===== config.mk =====
export PLATFORM = sky130hd
export DESIGN_NAME = reset_supervisor
export DESIGN_NICKNAME = d
export VERILOG_FILES = /design/src/supv_pkg.sv /design/src/sync2.sv /design/src/reset_supervisor.sv
export SDC_FILE = /design/constraint.sdc
export NUM_CORES = 1
export LEC_CHECK = 0
export ABC_AREA = 1
export ABC_CLOCK_PERIOD_IN_PS = 4100
export BUFFER_PORTS_ARGS = -buffer_cell sky130_fd_sc_hd__buf_2
export CAP_MARGIN = 0
export CORE_ASPECT_RATIO = 1.2
export CORE_MARGIN = 2
export CORE_UTILIZATION = 35
export DETAILED_ROUTE_END_ITERATION = 7
export HOLD_SLACK_MARGIN = 0.12
export SKIP_CTS_REPAIR_TIMING = 1
export SYNTH_ARGS = -nofsm -noshare
export SYNTH_HDL_FRONTEND = slang
export SYNTH_SLANG_ARGS = --single-unit

===== constraint.sdc =====
create_clock -name clk -period 4.1 [get_ports clk]
set_input_delay 0.82 -clock clk [delete_from_list [all_inputs] [get_ports clk]]
set_output_delay 0.82 -clock clk [all_outputs]
set_load 0.01 [all_outputs]

===== src/supv_pkg.sv =====
// Purpose: Shared constants and types for the reset supervisor.
// Assumes: 50 MHz system clock, 32-bit AXI4-Lite register bus.
// Notes: Times are kept in ms; cycle counts are derived from the clock rate.
package supv_pkg;
  localparam int CLK_HZ = 50_000_000;
  localparam int CYC_PER_MS = CLK_HZ / 1000;
  // Reset hold: nominal and longest time
  localparam int HOLD_MS = 160;
  localparam int HOLD_MAX_MS = 180;
  localparam int HOLD_CYC = HOLD_MS * CYC_PER_MS;
  localparam int HOLD_MAX_CYC = HOLD_MAX_MS * CYC_PER_MS;
  // Pushbutton debounce time
  localparam int DB_MS = 160;
  localparam int DB_CYC = DB_MS * CYC_PER_MS;
  // Oscillator halt detect delay
  localparam int HALT_MS = 20;
  localparam int HALT_CYC = HALT_MS * CYC_PER_MS;

  localparam int ADDR_W = 5;
  localparam logic [4:0] OFF_CTRL = 5'h00;
  localparam logic [4:0] OFF_STATUS = 5'h04;
  localparam logic [4:0] OFF_MASK = 5'h08;
  localparam logic [4:0] OFF_STATE = 5'h0C;

  // Control register fields
  localparam int CTRL_OSC_EN = 0;
  localparam logic CTRL_OSC_EN_RST = 1'h1;

  // Status and mask layout
  localparam int EV_W = 4;
  localparam int EV_HALT = 0;
  localparam int EV_FAIL = 1;
  localparam int EV_BUTTON = 2;
  localparam int EV_RELEASE = 3;
  localparam logic [EV_W-1:0] MASK_RST = 4'h0;

  // Live state register fields
  localparam int SV_RST_ACTIVE = 0;
  localparam int SV_SUPPLY_LOW = 1;
  localparam int SV_OSC_OK = 2;
  localparam int SV_ACCESS = 3;

  localparam logic [1:0] RESP_OKAY = 2'h0;
  localparam logic [1:0] RESP_SLVERR = 2'h2;

  typedef enum logic [1:0] {
    SUP_FAIL = 2'h0,
    SUP_HOLD = 2'h1,
    SUP_RUN = 2'h3
  } sup_state_t;
endpackage


===== src/sync2.sv =====
// Purpose: Two-stage synchroniser for asynchronous levels.
// Assumes: Inputs are slow levels; one bit never relates to another.
// Notes: No reset, so the output always follows the pin after two edges.
`timescale 1ns/1ps
`default_nettype none
module sync2 #(
  parameter int W = 1
) (
  input wire logic clk, // System clock
  input wire logic [W-1:0] d, // Asynchronous levels
  output logic [W-1:0] q // Synchronised levels
);
  logic [W-1:0] meta_q;
  always_ff @(posedge clk) begin
    meta_q <= d;
    q <= meta_q;
  end
endmodule // sync2
`default_nettype wire


===== src/reset_supervisor.sv =====
// Purpose: Supply and pushbutton reset supervisor with AXI4-Lite registers.
// Assumes: power_fail high while the supply is below threshold.
// Notes: The reset pin is open drain; only a low is ever driven.
`timescale 1ns/1ps
`default_nettype none
module reset_supervisor import supv_pkg::*; #(
  parameter int HOLD_CYCLES = HOLD_CYC,
  parameter int DB_CYCLES = DB_CYC,
  parameter int HALT_CYCLES = HALT_CYC
) (
  input wire logic clk, // System clock
  input wire logic rst_n, // Synchronous reset, active low
  input wire logic power_fail, // Comparator: supply below threshold
  input wire logic osc_running, // Oscillator running indication
  input wire logic rst_pin_in, // Reset pin level
  output logic rst_pin_out, // Reset pin drive value, always low
  output logic rst_pin_oe, // Reset pin driven low
  output logic serial_accept, // Serial inputs recognised
  output logic access_ok, // Clock registers accessible
  output logic oscillator_halt_flag, // Oscillator was halted
  output logic irq, // Level interrupt
  input wire logic [ADDR_W-1:0] s_axi_awaddr, // Write address
  input wire logic s_axi_awvalid, // Write address valid
  output logic s_axi_awready, // Write address ready
  input wire logic [31:0] s_axi_wdata, // Write data
  input wire logic [3:0] s_axi_wstrb, // Write strobes
  input wire logic s_axi_wvalid, // Write data valid
  output logic s_axi_wready, // Write data ready
  output logic [1:0] s_axi_bresp, // Write response
  output logic s_axi_bvalid, // Write response valid
  input wire logic s_axi_bready, // Write response ready
  input wire logic [ADDR_W-1:0] s_axi_araddr, // Read address
  input wire logic s_axi_arvalid, // Read address valid
  output logic s_axi_arready, // Read address ready
  output logic [31:0] s_axi_rdata, // Read data
  output logic [1:0] s_axi_rresp, // Read response
  output logic s_axi_rvalid, // Read data valid
  input wire logic s_axi_rready // Read data ready
);
  localparam int CNT_W = $clog2(HOLD_CYCLES + DB_CYCLES + HALT_CYCLES) + 1;
  localparam logic [CNT_W-1:0] HOLD_LAST = CNT_W'(HOLD_CYCLES - 1);
  localparam logic [CNT_W-1:0] DB_LAST = CNT_W'(DB_CYCLES - 1);
  localparam logic [CNT_W-1:0] HALT_LAST = CNT_W'(HALT_CYCLES - 1);

  logic pf_s, pin_s, osc_s, osc_ok, btn_low, press_ev, halt_ev;
  sup_state_t state_q, state_d;
  logic [CNT_W-1:0] hold_cnt_q, hold_cnt_d, db_cnt_q, db_cnt_d;
  logic [CNT_W-1:0] halt_cnt_q, halt_cnt_d;
  logic oe_q, oe_d, acc_q, acc_d, irq_q, irq_d;
  logic osc_en_q, osc_en_d;
  logic [EV_W-1:0] status_q, status_d, mask_q, mask_d, ev;
  logic awready_q, awready_d, wready_q, wready_d, bvalid_q, bvalid_d;
  logic arready_q, arready_d, rvalid_q, rvalid_d;
  logic [ADDR_W-1:0] awaddr_q, awaddr_d;
  logic [31:0] wdata_q, wdata_d, rdata_q, rdata_d;
  logic [3:0] wstrb_q, wstrb_d;
  logic [1:0] bresp_q, bresp_d, rresp_q, rresp_d;
  logic wr_go;

  sync2 #(.W(3)) u_sync (
    .clk(clk),
    .d({power_fail, rst_pin_in, osc_running}),
    .q({pf_s, pin_s, osc_s})
  );

  assign osc_ok = osc_en_q && osc_s;
  // Our own drive pulls the pin low, so the button is only seen in run
  assign btn_low = !pin_s && (state_q == SUP_RUN);
  assign press_ev = btn_low && (db_cnt_q == DB_LAST);
  assign halt_ev = !osc_ok && (halt_cnt_q == HALT_LAST);

  always_comb begin
    state_d = state_q;
    hold_cnt_d = hold_cnt_q;
    db_cnt_d = btn_low ? db_cnt_q + CNT_W'(1) : '0;
    if (press_ev) begin
      db_cnt_d = '0;
    end
    halt_cnt_d = osc_ok ? '0 : halt_cnt_q;
    if (!osc_ok && halt_cnt_q != HALT_LAST) begin
      halt_cnt_d = halt_cnt_q + CNT_W'(1);
    end
    unique case (state_q)
      SUP_FAIL: begin
        hold_cnt_d = '0;
        if (!pf_s) begin
          state_d = SUP_HOLD;
        end
      end
      SUP_HOLD: begin
        if (osc_ok) begin
          hold_cnt_d = hold_cnt_q + CNT_W'(1);
        end
        if (osc_ok && hold_cnt_q == HOLD_LAST) begin
          state_d = SUP_RUN;
          hold_cnt_d = '0;
        end
      end
      SUP_RUN: begin
        if (press_ev) begin
          state_d = SUP_HOLD;
          hold_cnt_d = '0;
        end
      end
    endcase
    if (pf_s) begin
      state_d = SUP_FAIL;
      hold_cnt_d = '0;
    end
    oe_d = (state_d != SUP_RUN);
    acc_d = (state_d == SUP_RUN);
  end

  always_ff @(posedge clk) begin
    if (!rst_n) begin
      state_q <= SUP_FAIL;
      hold_cnt_q <= '0;
      db_cnt_q <= '0;
      halt_cnt_q <= '0;
      oe_q <= 1'h1;
      acc_q <= 1'h0;
    end else begin
      state_q <= state_d;
      hold_cnt_q <= hold_cnt_d;
      db_cnt_q <= db_cnt_d;
      halt_cnt_q <= halt_cnt_d;
      oe_q <= oe_d;
      acc_q <= acc_d;
    end
  end

  // Register slave: address and data may arrive in either order
  assign wr_go = !awready_q && !wready_q && !bvalid_q;
  assign ev[EV_HALT] = halt_ev;
  assign ev[EV_FAIL] = pf_s && (state_q != SUP_FAIL);
  assign ev[EV_BUTTON] = press_ev;
  assign ev[EV_RELEASE] = (state_q == SUP_HOLD) && (state_d == SUP_RUN);

  always_comb begin
    awready_d = awready_q;
    wready_d = wready_q;
    bvalid_d = bvalid_q;
    bresp_d = bresp_q;
    awaddr_d = awaddr_q;
    wdata_d = wdata_q;
    wstrb_d = wstrb_q;
    osc_en_d = osc_en_q;
    mask_d = mask_q;
    status_d = status_q;
    if (s_axi_awvalid && awready_q) begin
      awready_d = 1'h0;
      awaddr_d = s_axi_awaddr;
    end
    if (s_axi_wvalid && wready_q) begin
      wready_d = 1'h0;
      wdata_d = s_axi_wdata;
      wstrb_d = s_axi_wstrb;
    end
    if (wr_go) begin
      bvalid_d = 1'h1;
      bresp_d = RESP_OKAY;
      unique case (awaddr_q)
        OFF_CTRL: begin
          if (wstrb_q[0]) begin
            osc_en_d = wdata_q[CTRL_OSC_EN];
          end
        end
        OFF_STATUS: begin
          if (wstrb_q[0]) begin
            status_d = status_q & ~wdata_q[EV_W-1:0];
          end
        end
        OFF_MASK: begin
          if (wstrb_q[0]) begin
            mask_d = wdata_q[EV_W-1:0];
          end
        end
        OFF_STATE: begin
        end
        default: bresp_d = RESP_SLVERR;
      endcase
    end
    if (bvalid_q && s_axi_bready) begin
      bvalid_d = 1'h0;
      awready_d = 1'h1;
      wready_d = 1'h1;
    end
    // An event in the clearing cycle still sets its bit
    status_d = status_d | ev;
    irq_d = |(status_d & mask_d);
  end

  always_comb begin
    arready_d = arready_q;
    rvalid_d = rvalid_q;
    rdata_d = rdata_q;
    rresp_d = rresp_q;
    if (s_axi_arvalid && arready_q) begin
      arready_d = 1'h0;
      rvalid_d = 1'h1;
      rresp_d = RESP_OKAY;
      rdata_d = '0;
      unique case (s_axi_araddr)
        OFF_CTRL: rdata_d[CTRL_OSC_EN] = osc_en_q;
        OFF_STATUS: rdata_d[EV_W-1:0] = status_q;
        OFF_MASK: rdata_d[EV_W-1:0] = mask_q;
        OFF_STATE: begin
          rdata_d[SV_RST_ACTIVE] = oe_q;
          rdata_d[SV_SUPPLY_LOW] = pf_s;
          rdata_d[SV_OSC_OK] = osc_ok;
          rdata_d[SV_ACCESS] = acc_q;
        end
        default: rresp_d = RESP_SLVERR;
      endcase
    end
    if (rvalid_q && s_axi_rready) begin
      rvalid_d = 1'h0;
      arready_d = 1'h1;
    end
  end

  always_ff @(posedge clk) begin
    if (!rst_n) begin
      awready_q <= 1'h1;
      wready_q <= 1'h1;
      bvalid_q <= 1'h0;
      bresp_q <= RESP_OKAY;
      awaddr_q <= '0;
      wdata_q <= '0;
      wstrb_q <= '0;
      arready_q <= 1'h1;
      rvalid_q <= 1'h0;
      rdata_q <= '0;
      rresp_q <= RESP_OKAY;
      osc_en_q <= CTRL_OSC_EN_RST;
      mask_q <= MASK_RST;
      status_q <= '0;
      irq_q <= 1'h0;
    end else begin
      awready_q <= awready_d;
      wready_q <= wready_d;
      bvalid_q <= bvalid_d;
      bresp_q <= bresp_d;
      awaddr_q <= awaddr_d;
      wdata_q <= wdata_d;
      wstrb_q <= wstrb_d;
      arready_q <= arready_d;
      rvalid_q <= rvalid_d;
      rdata_q <= rdata_d;
      rresp_q <= rresp_d;
      osc_en_q <= osc_en_d;
      mask_q <= mask_d;
      status_q <= status_d;
      irq_q <= irq_d;
    end
  end

  // Open drain: only ever drives low, released means enable off
  assign rst_pin_out = 1'h0;
  assign rst_pin_oe = oe_q;
  assign serial_accept = !oe_q;
  assign access_ok = acc_q;
  assign oscillator_halt_flag = status_q[EV_HALT];
  assign irq = irq_q;
  assign s_axi_awready = awready_q;
  assign s_axi_wready = wready_q;
  assign s_axi_bvalid = bvalid_q;
  assign s_axi_bresp = bresp_q;
  assign s_axi_arready = arready_q;
  assign s_axi_rvalid = rvalid_q;
  assign s_axi_rdata = rdata_q;
  assign s_axi_rresp = rresp_q;
endmodule // reset_supervisor
`default_nettype wire


## Word level (Yosys, flattened, before mapping)

Cells that the tools add are included.

- Bits of input ports: 56
- Bits in registers: 121
- Output and inout port bits: 47

- Eq/ne operators: 16
- Mux-type cells: 20
- $add $sub $neg: 3
- Bitwise operators: 6
- Reduce and logical (&&, ||, !) cells: 35

Operators with widths:

| operator | count |
|---|---|
| $mux 26 | 5 |
| $add 26x1->26 const B | 3 |
| $pmux 26 s3 | 1 |
| $eq 26x23->1 const B | 2 |
| $eq 26x20->1 const B | 1 |
| $ne 26x20->1 const B | 1 |
| $mux 4 | 6 |
| $eq 5x4->1 const B | 4 |
| $logic_and 1x1->1 | 15 |
| $reduce_or 4->1 | 3 |
| $eq 5x3->1 const B | 2 |
| $logic_not 5->1 | 2 |
| $mux 2 | 5 |
| $pmux 3 s3 | 1 |
| $and 4x4->4 | 2 |
| $logic_not 1->1 | 6 |
| $pmux 2 s3 | 1 |
| $reduce_or 2->1 | 3 |
| $eq 2x2->1 const B | 2 |
| $ne 2x2->1 const B | 2 |
| $not 4->4 | 1 |
| $or 4x4->4 | 1 |
| $pmux 1 s4 | 1 |
| $reduce_bool 2->1 | 2 |
| other kinds (7) | 8 |

## Logic depth before layout (Yosys ltp)

Gate-level depths: netlist of run 1.

- Depth in word-level cells: 11
- Gate-level depth with buffers: 13
- Gate-level depth less buffers: 13

## Hierarchy

Synthesis of run 1 repeated with hierarchy kept, for this count alone.

- Cells, all modules: 944
- Area, all modules: 6127.1 sq um

By module, submodules not included:

| module | instances | cells an instance | area an instance (sq um) |
|---|---|---|---|
| reset_supervisor | 1 | 938 | 6007.0 |
| sync2 | 1 | 6 | 120.1 |

## Worst setup path after synthesis of run 1

Ideal clock, no wire load.

- Path kind: input-to-reg
- Start: in rst_n
- End: reg hold_cnt_q[2]
- Arrival time: 1.811 ns
- Cell stages on the path: 9
- Data required time: 4.030 ns
- Library setup time: 0.070 ns
- Buffers on the path: 1
- Path slack: 2.219 ns
- Cell sequence: buf_2 -> inv_2 -> nor2_1 -> inv_2 -> nor2_1 -> nand2_1 -> nand2_4 -> inv_4 -> a21oi_1

- Cells in the longest elaborated chain, start to end: 2

RTL lines:

| what | line | source |
|---|---|---|
| start: declaration | reset_supervisor.sv:12 | `input wire logic rst_n,` |
| $not 1->1 (no line) | n/a |  |
| $reduce_or 2->1 (no line) | n/a |  |
| end signal: assignment | reset_supervisor.sv:124 | `hold_cnt_q <= hold_cnt_d;` |
| end: declaration | reset_supervisor.sv:47 | `logic [CNT_W-1:0] hold_cnt_q, hold_cnt_d, db_cnt_q, db_cnt_d;` |

Every way passes these cells.
A chain may end at the register's enable or synchronous reset.

## Final worst setup path of run 1

Same ends and word-level chain as after synthesis.

==> results of run 1 <==
-- cell usage after synthesis, types with 6 or more instances --
cell type / instances / share of area, %
a21oi_1: 50 / 4.0
dfxtp_1: 119 / 38
nand2_1: 232 / 14
nor4_1: 9 / 0.90
nand4_1: 23 / 2.3
o21ai_0: 30 / 2.4
nand3_1: 57 / 4.5
xor2_1: 10 / 1.4
or2_2: 6 / 0.60
inv_1: 116 / 6.9
nor3_1: 24 / 1.9
buf_4: 31 / 3.7
nor2_1: 168 / 10
-- layout by cell type (no fill, tap or decap), drive strengths merged, types with 4 or more instances in the layout --
cell type,netlist,routed
nand4,23,23
xor2,10,10
nor2,175,175
dfxtp,119,119
clkbuf,5,21
bufinv,0,4
nor3b,6,6
nand3,58,58
inv,121,122
or2,6,6
xnor2,4,4
nor3,28,28
o21a,4,4
clkinv,0,4
conb,1,31
o21ai,35,35
buf,39,42
nor4,10,10
nand2,241,241
a21oi,50,50
-- layer usage --
metal / vias up / share of wire, % / GRT usage (%)
met1: 2617 / 47 / 20.2
met4: 0 / 1.2 / 5.05
met3: 14 / 4.0 / 3.73
li1: 3063 / - / -
met5: - / 0 / 0
met2: 128 / 48 / 26.2
-- per-stage QoR --
stage	hold slack, ns	power (mW)	instance area [µm²]	setup WS [ns]	util (%)
6_report	0.327	2.89	7190	1.98	40.9
5_1_grt	0.334	2.99	7190	1.80	40.9
4_1_cts	0.328	2.93	7190	1.97	40.9
3_5_place_dp	0.312	1.32	6560	1.53	37.3
3_3_place_gp	0.312	1.32	6560	1.52	37.3
2_1_floorplan	0.310	1.31	6380	2.22	-
-- where the power goes --
| part | internal, mW | switching, mW | total [mW] |
|---|---|---|---|
| clock | 1.05 | 0.541 | 1.59 |
| sequential | 1.18 | 0.0125 | 1.19 |
| combinational | 0.0312 | 0.0789 | 0.110 |
| total | 2.26 | 0.633 | 2.89 |
-- flip-flops by register name, summed over array words and instances (netlist names), 2 cells and up --
name / count
hold_cnt_q: 26
u_sync.q: 3
state_q: 2
s_axi_rdata: 4
status_q: 4
wdata_q: 4
halt_cnt_q: 26
mask_q: 4
awaddr_q: 5
db_cnt_q: 26
u_sync.meta_q: 3
-- area by class of cell --
cell class	count	area, µm²
clock buffers	21	460
clock inverters	11	171
fillers	1870	10400
inverters	121	462
multi-input cells	696	3220
flip-flops and latches	119	2380
well taps	220	275
repair buffers	42	215
-- cells by family (layout without fill, tap and decap cells) --
kind of cell,count (synthesis),after routing
flip-flops,119,119
XOR/XNOR,14,14
AND/OR/NAND/NOR,550,550
adder cells (fa/ha/maj),3,3
buffers and inverters,165,195
AO/OA/AOI/OAI,98,98
other,1,31
-- path summary, 6_finish.rpt --
check,from,endpoint,depth (start not counted)
min reg2reg,u_sync.meta_q[0]$_DFF_P_,u_sync.q[0]$_DFF_P_,0
max,rst_n,hold_cnt_q[2]$_SDFFE_PP0P_,9
min,u_sync.meta_q[0]$_DFF_P_,u_sync.q[0]$_DFF_P_,0
max reg2reg,db_cnt_q[0]$_SDFF_PP0_,db_cnt_q[9]$_SDFF_PP0_,10
-- worst max-delay path, delay by kind of cell --
family                 cells  cell delay (ns)
buffers and inverters      4             0.80
AO/OA/AOI/OAI              1             0.11
AND/OR/NAND/NOR            4             0.73
==> impl_metrics.tcl, run 1 <==
set metrics [dict create \
    fmax_mhz 471 \
    dp.cells 1198 \
    num-nets-final 1056 \
    synth_top_family_by_area "simple AND/OR/NAND/NOR gates" \
    via_count 5822 \
    drive_above_1_share_pct 10.5 \
    wire_per_inst_um 11.9 \
    first_pass_iters 5 \
    slew_headroom_pct 41.2 \
    synth-main-ff-cell "dfxtp_1" \
    clock_latency_ns 0.42 \
    initial_core_util_pct 35.7 \
    cts_buffers 17 \
    finalSetupViolCount 0 \
    power_density_nw_per_um2 402 \
    first_iter_violations 348 \
    overflow 0 \
    hold_viol 0 \
    timing.final.crit_share_pct 51.8 \
    slowest_delay_ns 0.32 \
    htree_levels 4 \
    outcome "finished clean" \
    synthSimpleGateAreaFrac_pct 38.7 \
    postSynthCellCount 950 \
    gp_congestion 0.865 \
    viasPerCell 4.73 \
    startpoint_type "input pin" \
    postRouteAntennaNets 0 \
    synth-edff-count 0 \
    ys_ff_latch 119 \
    peakVddDrop_mv 0.281 \
    finalNonFillerCells 1230 \
    synth-adder-area-share_pct 0.598 \
    io_buffers 40 \
    hold_class "reg -> reg" \
    drv_cap 0 \
    crit_type "in -> reg" \
    fp.coreArea_um2 17600 \
    fin_skew_ns 0.0131 \
    die_w_um 126 \
    netlist_area_um2 6270 \
    grt_pass1_wl_um 24200 \
    crit_required_ns 4.45 \
    drt_wl_total_um 14700 \
    worst-r2r-setup-slack_ns 2.03 \
    yosysSeqAreaShare_pct 38.0 \
    clkTransAtPathRegs_ns 0.06 \
    ioPinCount 103 \
    synth-compound-area-share_pct 8.30 \
    rsz0062_at_grt "false" \
    ys_types 42 \
    n_antenna_cell 0 \
    grt_use_total_pct 15.8 \
    maxSlewViolCount 0 \
    end_kind "flop" \
    grt_max_degree 27 \
    syn2layout_area_growth_pct 14.6 \
    power.leakage_nw 2.87 \
    rows 53 \
    die_h_um 151 \
    drc 0 \
    crit_slowest_cell "nor2_1" \
    worst_pin_slew_ns 0.873 \
    cp_data_arrival_time_ns 2.48 \
    asyncSetResetFlopFracSynth_pct 0 \
    clockBufferDepth 2 \
    synth_xor_area_share_pct 1.95 \
    die-area_um2 19000 \
    cts_tree "built" \
    cts_root_buffer "clkbuf_16" \
    antenna_found_initial 0 \
    crit_path_cell_trace "buf_2 > inv_2 > nor2_1 > inv_2 > nor2_1 > nand2_1 > nand2_4 > inv_4 > a21oi_1" \
    grt_pass1_vias 5189 \
    synth.avg_cell_area_um2 6.60 \
    min_period_ns 2.12 \
    dp_hpwl_um 11000 \
    worstPathMaxFanout 17 \
    synthMuxAreaShare_pct 0 \
    cts.sinks 119 \
    totalNegativeSetupSlack_ns 0 \
    yosys_warnings 0 \
]
No activity file was read; power rests on OpenSTA's default activity.
==> run 2, diff against run 1 <==
--- a/config.mk
+++ b/config.mk
@@ -6,7 +6,7 @@
 export NUM_CORES = 1
 export LEC_CHECK = 0
 export ABC_AREA = 1
-export ABC_CLOCK_PERIOD_IN_PS = 4100
+export ABC_CLOCK_PERIOD_IN_PS = 1910
 export BUFFER_PORTS_ARGS = -buffer_cell sky130_fd_sc_hd__buf_2
 export CAP_MARGIN = 0
 export CORE_ASPECT_RATIO = 1.2
==> constraint.sdc (replaced) <==
create_clock -name clk -period 1.91 [get_ports clk]
set_input_delay 0.382 -clock clk [delete_from_list [all_inputs] [get_ports clk]]
set_output_delay 0.382 -clock clk [all_outputs]
set_load 0.01 [all_outputs]
==> run 2 against run 1 <==
Effect of this change: non-clock buffer count rose by 33; worst setup slack got worse by 1.8 ns; cell area rose by 3.6%; die area did not move; clock skew fell by 0.00051 ns; utilization rose by 1.5 points; total power rose by 100%; critical path depth rose by 3; flip-flop and latch count did not move; sequential power rose by 110%; global-route usage rose by 0.32 points; worst hold slack got worse by 0.17 ns; largest power group unchanged.
==> impl_metrics.tcl, run 2 (same netlist as run 1, synthesis figures left out) <==
set metrics [dict create \
    final_common_cell "nand2_1" \
    die-area_um2 19000 \
    end_kind "flop" \
    overflow 0 \
    power_density_nw_per_um2 792 \
    final_util_pct 42.4 \
    dr_wl_met2_um 7040 \
    cts_buffers 17 \
    die_h_um 151 \
    startpoint_type "flop" \
    dr.max_layer_used "met4" \
    syn2layout_area_growth_pct 18.8 \
    timing.final.crit_share_pct 92.4 \
    rows 53 \
    drt_wl_total_um 14900 \
    reg_top3 "db_cnt_q (26), halt_cnt_q (26), hold_cnt_q (26)" \
    clockBufferDepth 2 \
    fin_skew_ns 0.0126 \
    drive_above_1_share_pct 13.8 \
    fp.coreArea_um2 17600 \
    wl_met3_um 576 \
    die_w_um 126 \
    worst_pin_slew_ns 0.537 \
    worstPathMaxFanout 12 \
    crit_type "reg -> reg" \
    wl_met1_um 7090 \
    io_buffers 40 \
    rsz0062_at_grt "false" \
    drc 0 \
    postRouteAntennaNets 0 \
    cts_root_buffer "clkbuf_16" \
    grt_pass1_wl_um 24800 \
    cts_tree "built" \
    viasPerCell 4.70 \
    gp_congestion 0.856 \
    outcome "finished clean" \
    slew_headroom_pct 63.8 \
    grt_use_total_pct 16.1 \
    antenna_found_initial 0 \
    grt_max_degree 27 \
    hold_viol 0 \
    num-nets-final 1090 \
    clock_latency_ns 0.42 \
    clkTransAtPathRegs_ns 0.06 \
    cp_data_arrival_time_ns 2.13 \
    total_power_mw 5.90 \
    first_pass_iters 5 \
    cts.sinks 119 \
    wire_per_inst_um 11.8 \
    htree_levels 4 \
    ioPinCount 103 \
    drv_cap 0 \
    crit_required_ns 2.28 \
    dp_hpwl_um 11000 \
    via_count 5941 \
    first_iter_violations 360 \
    final_cell_mix "nand2_1 (232), nor2_1 (167), dfxtp_1 (118), inv_1 (115), nand3_1 (56)" \
    peakVddDrop_mv 0.560 \
    maxSlewViolCount 0 \
    n_antenna_cell 0 \
    initial_core_util_pct 35.7 \
    hold_class "in -> reg" \
    fmax_mhz 567 \
    min_period_ns 1.77 \
    power.leakage_nw 3.05 \
    totalNegativeSetupSlack_ns 0 \
    grt_pass1_vias 5425 \
    finalSetupViolCount 0 \
]
run 2: layout make-up:
type / count / area (µm²)
Timing Repair Buffer: 75 / 487
Clock inverter: 15 / 145
Fill cell: 1874 / 10100
Sequential cell: 119 / 2380
Timing Repair inverter: 1 / 8.76
Clock buffer: 17 / 425
Multi-Input combinational cell: 696 / 3250
Inverter: 121 / 469
Tap cell: 220 / 275
run 2: through the flow:
stage | setup slack, ns | instance area [µm²] | cells | hold WS [ns]
2_1_floorplan | 0.234 | 6380 | 980 | 0.310
6_report | 0.145 | 7450 | 1264 | 0.157
3_3_place_gp | 0.0903 | 6770 | 1225 | 0.312
5_1_grt | 0.00288 | 7450 | 1264 | 0.174
4_1_cts | 0.0592 | 7340 | 1257 | 0.0444
3_5_place_dp | 0.0798 | 6770 | 1225 | 0.315
run 2: final timing paths:
| path | start | endpoint | slack, ns | cells after the start |
|---|---|---|---|---|
| max | db_cnt_q[0]$_SDFF_PP0_ | hold_cnt_q[6]$_SDFFE_PP0P_ | 0.14 | 12 |
| min | s_axi_awvalid | s_axi_awready$_SDFFE_PP1P_ | 0.16 | 2 |
| max reg2reg | db_cnt_q[0]$_SDFF_PP0_ | hold_cnt_q[6]$_SDFFE_PP0P_ | 0.14 | 12 |
| min reg2reg | u_sync.meta_q[2]$_DFF_P_ | u_sync.q[2]$_DFF_P_ | 0.33 | 0 |
run 2: where the power goes:
group	internal [mW]	switching, mW
sequential	2.53	0.0272
clock	1.82	1.27
combinational	0.0827	0.176
run 2: worst max-delay path, stage by stage, from the launching register on:
cell and delay [ns]:
dfxtp_1 0.35, ha_1 0.17, nand2_1 0.10, nor2_4 0.15
nand2_4 0.07, nor2_4 0.12, nand2_4 0.08, nand2_4 0.10
nand2_8 0.11, buf_6 0.18, nor2_1 0.12, o21ai_1 0.07
nor2_1 0.09
run 2: metal layers:
metal	global-route usage, %	vias to the layer above
met1	20.6	2672
met3	3.91	17
li1	-	3141
met2	26.3	111
met4	5.93	0
met5	0	-
==> run 3, diff against run 2 <==
--- a/config.mk
+++ b/config.mk
@@ -5,7 +5,6 @@
 export SDC_FILE = /design/constraint.sdc
 export NUM_CORES = 1
 export LEC_CHECK = 0
-export ABC_AREA = 1
 export ABC_CLOCK_PERIOD_IN_PS = 1910
 export BUFFER_PORTS_ARGS = -buffer_cell sky130_fd_sc_hd__buf_2
 export CAP_MARGIN = 0
@@ -14,6 +13,7 @@
 export CORE_UTILIZATION = 35
 export DETAILED_ROUTE_END_ITERATION = 7
 export HOLD_SLACK_MARGIN = 0.12
+export PLACE_DENSITY = 0.66
 export SKIP_CTS_REPAIR_TIMING = 1
 export SYNTH_ARGS = -nofsm -noshare
 export SYNTH_HDL_FRONTEND = slang
==> run 3 against run 2 <==
Effect of this change: the run now ends with setup timing left; count of clock-buffer cells in the layout up 6; die area down 12%; combinational power down 2%; wire length down 18%; sequential share of layout area up 0.13 points; critical path depth down 7; largest cell class unchanged.
==> impl_metrics.tcl, run 3 <==
set metrics [dict create \
    outcome "finished with violations" \
    failed_checks "setup timing" \
    grt_pass1_vias 4316 \
    synth_top_area_share_pct 43.6 \
    multiInputGateArea_um2 3140 \
    grt_pass1_wl_um 19700 \
    crit_path_cell_trace "or4b_4 > or4_4 > mux2i_1 > o22ai_1 > a221o_1" \
    crit_slowest_cell "or4b_4" \
    clock_latency_ns 0.42 \
    n_antenna_cell 0 \
    ys_types 62 \
    gp_congestion 0.820 \
    io_buffers 40 \
    layout_setup_ws_ns -0.196 \
    synthSimpleGateAreaFrac_pct 28.3 \
    cts.sinks 119 \
    asyncSetResetFlopFracSynth_pct 0 \
    hold_class "in -> reg" \
    finalSetupViolCount 31 \
    clkTransAtPathRegs_ns 0.05 \
    grt_max_degree 33 \
    first_iter_violations 176 \
    power_density_nw_per_um2 796 \
    startpoint_type "flop" \
    hold_viol 0 \
    final_util_pct 48.3 \
    wire_per_inst_um 12.5 \
    via_count 4593 \
    drt_wl_total_um 12200 \
    synth-adder-area-share_pct 0.686 \
    die_w_um 118 \
    rows 50 \
    crit_required_ns 2.22 \
    drc 0 \
    initial_core_util_pct 35.4 \
    peakVddDrop_mv 0.677 \
    nFillCells 1445 \
    postRouteAntennaNets 0 \
    synth_top_family_by_area "simple AND/OR/NAND/NOR gates" \
    final_cell_mix "dfxtp_1 (108), buf_4 (88), nor2_1 (70), nand2_1 (54), buf_2 (40)" \
    fin_skew_ns 0.00810 \
    synth.avg_cell_area_um2 8.92 \
    netlist_area_um2 5470 \
    cts_buffers 17 \
    fmax_mhz 475 \
    dp_hpwl_um 8640 \
    cts_tree "built" \
    min_period_ns 2.11 \
    ys_ff_latch 119 \
    cts_root_buffer "clkbuf_16" \
    syn2layout_area_growth_pct 36.4 \
    rsz0062_at_grt "true" \
    worst-r2r-setup-slack_ns -0.20 \
    grt_use_total_pct 14.8 \
    drv_cap 0 \
    overflow 0 \
    ff2ff_path_depth 5 \
    die-area_um2 16600 \
    slowest_delay_ns 0.57 \
    htree_levels 4 \
    postSynthCellCount 613 \
    die_h_um 141 \
    timing.final.crit_share_pct 110 \
    synth-edff-count 0 \
    crit_type "reg -> reg" \
    synthMuxAreaShare_pct 2.29 \
    num-nets-final 815 \
    maxSlewViolCount 0 \
    synth.largest_area_cell "dfxtp_1" \
    yosys_warnings 0 \
    regArea_um2 2400 \
    yosysMostFrequentCell "dfxtp_1" \
    synth_xor_area_share_pct 9.29 \
    ioPinCount 103 \
    ys_top_cells_by_count "dfxtp_1 (119), nor2_1 (77), nand2_1 (56)" \
    end_kind "flop" \
    total_power_mw 5.94 \
    fp.coreArea_um2 15500 \
    antenna_found_initial 0 \
    totalNegativeSetupSlack_ns -3.75 \
    clockBufferDepth 2 \
    worstPathMaxFanout 4 \
    drive_above_1_share_pct 32.2 \
    ys_top_cells_by_area "dfxtp_1 (44%), nor2_1 (5.3%), xor2_1 (5.1%), buf_4 (4.3%), xnor2_1 (4.2%)" \
    power.leakage_nw 2.90 \
    yosysSeqAreaShare_pct 43.6 \
    synth-main-ff-cell "dfxtp_1" \
    viasPerCell 4.71 \
    final_common_cell "dfxtp_1" \
    synth-compound-area-share_pct 8.30 \
    min_path_cells 3 \
    cp_data_arrival_time_ns 2.41 \
    reg_top3 "db_cnt_q (26), halt_cnt_q (26), hold_cnt_q (26)" \
    first_pass_iters 4 \
]
## run 3: cell count changes after synthesis, sizes merged, moves of 10 or more
cell,change
nand3,-20
nor3,-18
nand2,-183
nor2b,+10
inv,-105
a21boi,+12
a21oi,-34
nor2,-98
xor2,+22
o21ai,-22
or3,+10
xnor2,+22
## run 3: path summary, 6_finish.rpt
path                            startpoint                         end
setup reg to reg  awaddr_q[4]$_SDFFE_PN0P_              irq$_SDFF_PN0_
hold / removal                s_axi_rready  s_axi_arready$_SDFFE_PP1P_
setup / recovery  awaddr_q[4]$_SDFFE_PN0P_              irq$_SDFF_PN0_
hold reg to reg   u_sync.meta_q[0]$_DFF_P_         u_sync.q[0]$_DFF_P_
## run 3: power by group
part	internal [mW]	total [mW]	switching, mW
Clock	2.04	3.14	1.10
Combinational	0.112	0.254	0.142
Sequential	2.52	2.55	0.0257
Total	4.67	5.94	1.27
## run 3: kinds of logic (layout without fill, tap and decap cells)
| logic type | count (synthesis) | after routing |
|---|---|---|
| buffers and inverters | 63 | 188 |
| AND/OR/NAND/NOR | 291 | 291 |
| adder cells (fa/ha/maj) | 3 | 3 |
| other | 1 | 31 |
| AO/OA/AOI/OAI | 67 | 67 |
| multiplexers | 11 | 11 |
| flip-flops | 119 | 119 |
| XOR/XNOR | 58 | 58 |
## run 3: layout make-up
| type | count | share of cell area, % |
|---|---|---|
| flip-flops and latches | 119 | 32.1 |
| inverters | 16 | 0.805 |
| multi-input cells | 461 | 42.1 |
| clock buffers | 23 | 6.54 |
| well taps | 208 | 3.49 |
| repair buffers | 141 | 13.6 |
| clock inverters | 8 | 1.29 |
## run 3: per-layer routing
layer,vias up,track usage (%),wire (µm)
li1,2367,-,-
met1,2128,16.4,5280
met2,73,26.1,6240
met3,25,4.09,416
met4,0,6.98,291
met5,-,0,0
## run 3: stage by stage
step	setup slack, ns	hold WS, ns	std cells	instance area (µm²)
2_1_floorplan	-0.241	0.310	643	5680
3_3_place_gp	-0.224	0.311	934	6460
3_5_place_dp	-0.253	0.315	934	6460
4_1_cts	-0.259	0.0484	965	7050
5_1_grt	-0.266	0.221	976	7460
6_report	-0.196	0.202	976	7460
## run 3: worst max-delay path: cells and delay by family, from the launching register on
kind | cells | cell delay (ns)
mux | 1 | 0.23
flops | 1 | 0.31
simple gates | 2 | 1.06
compound gates | 2 | 0.41
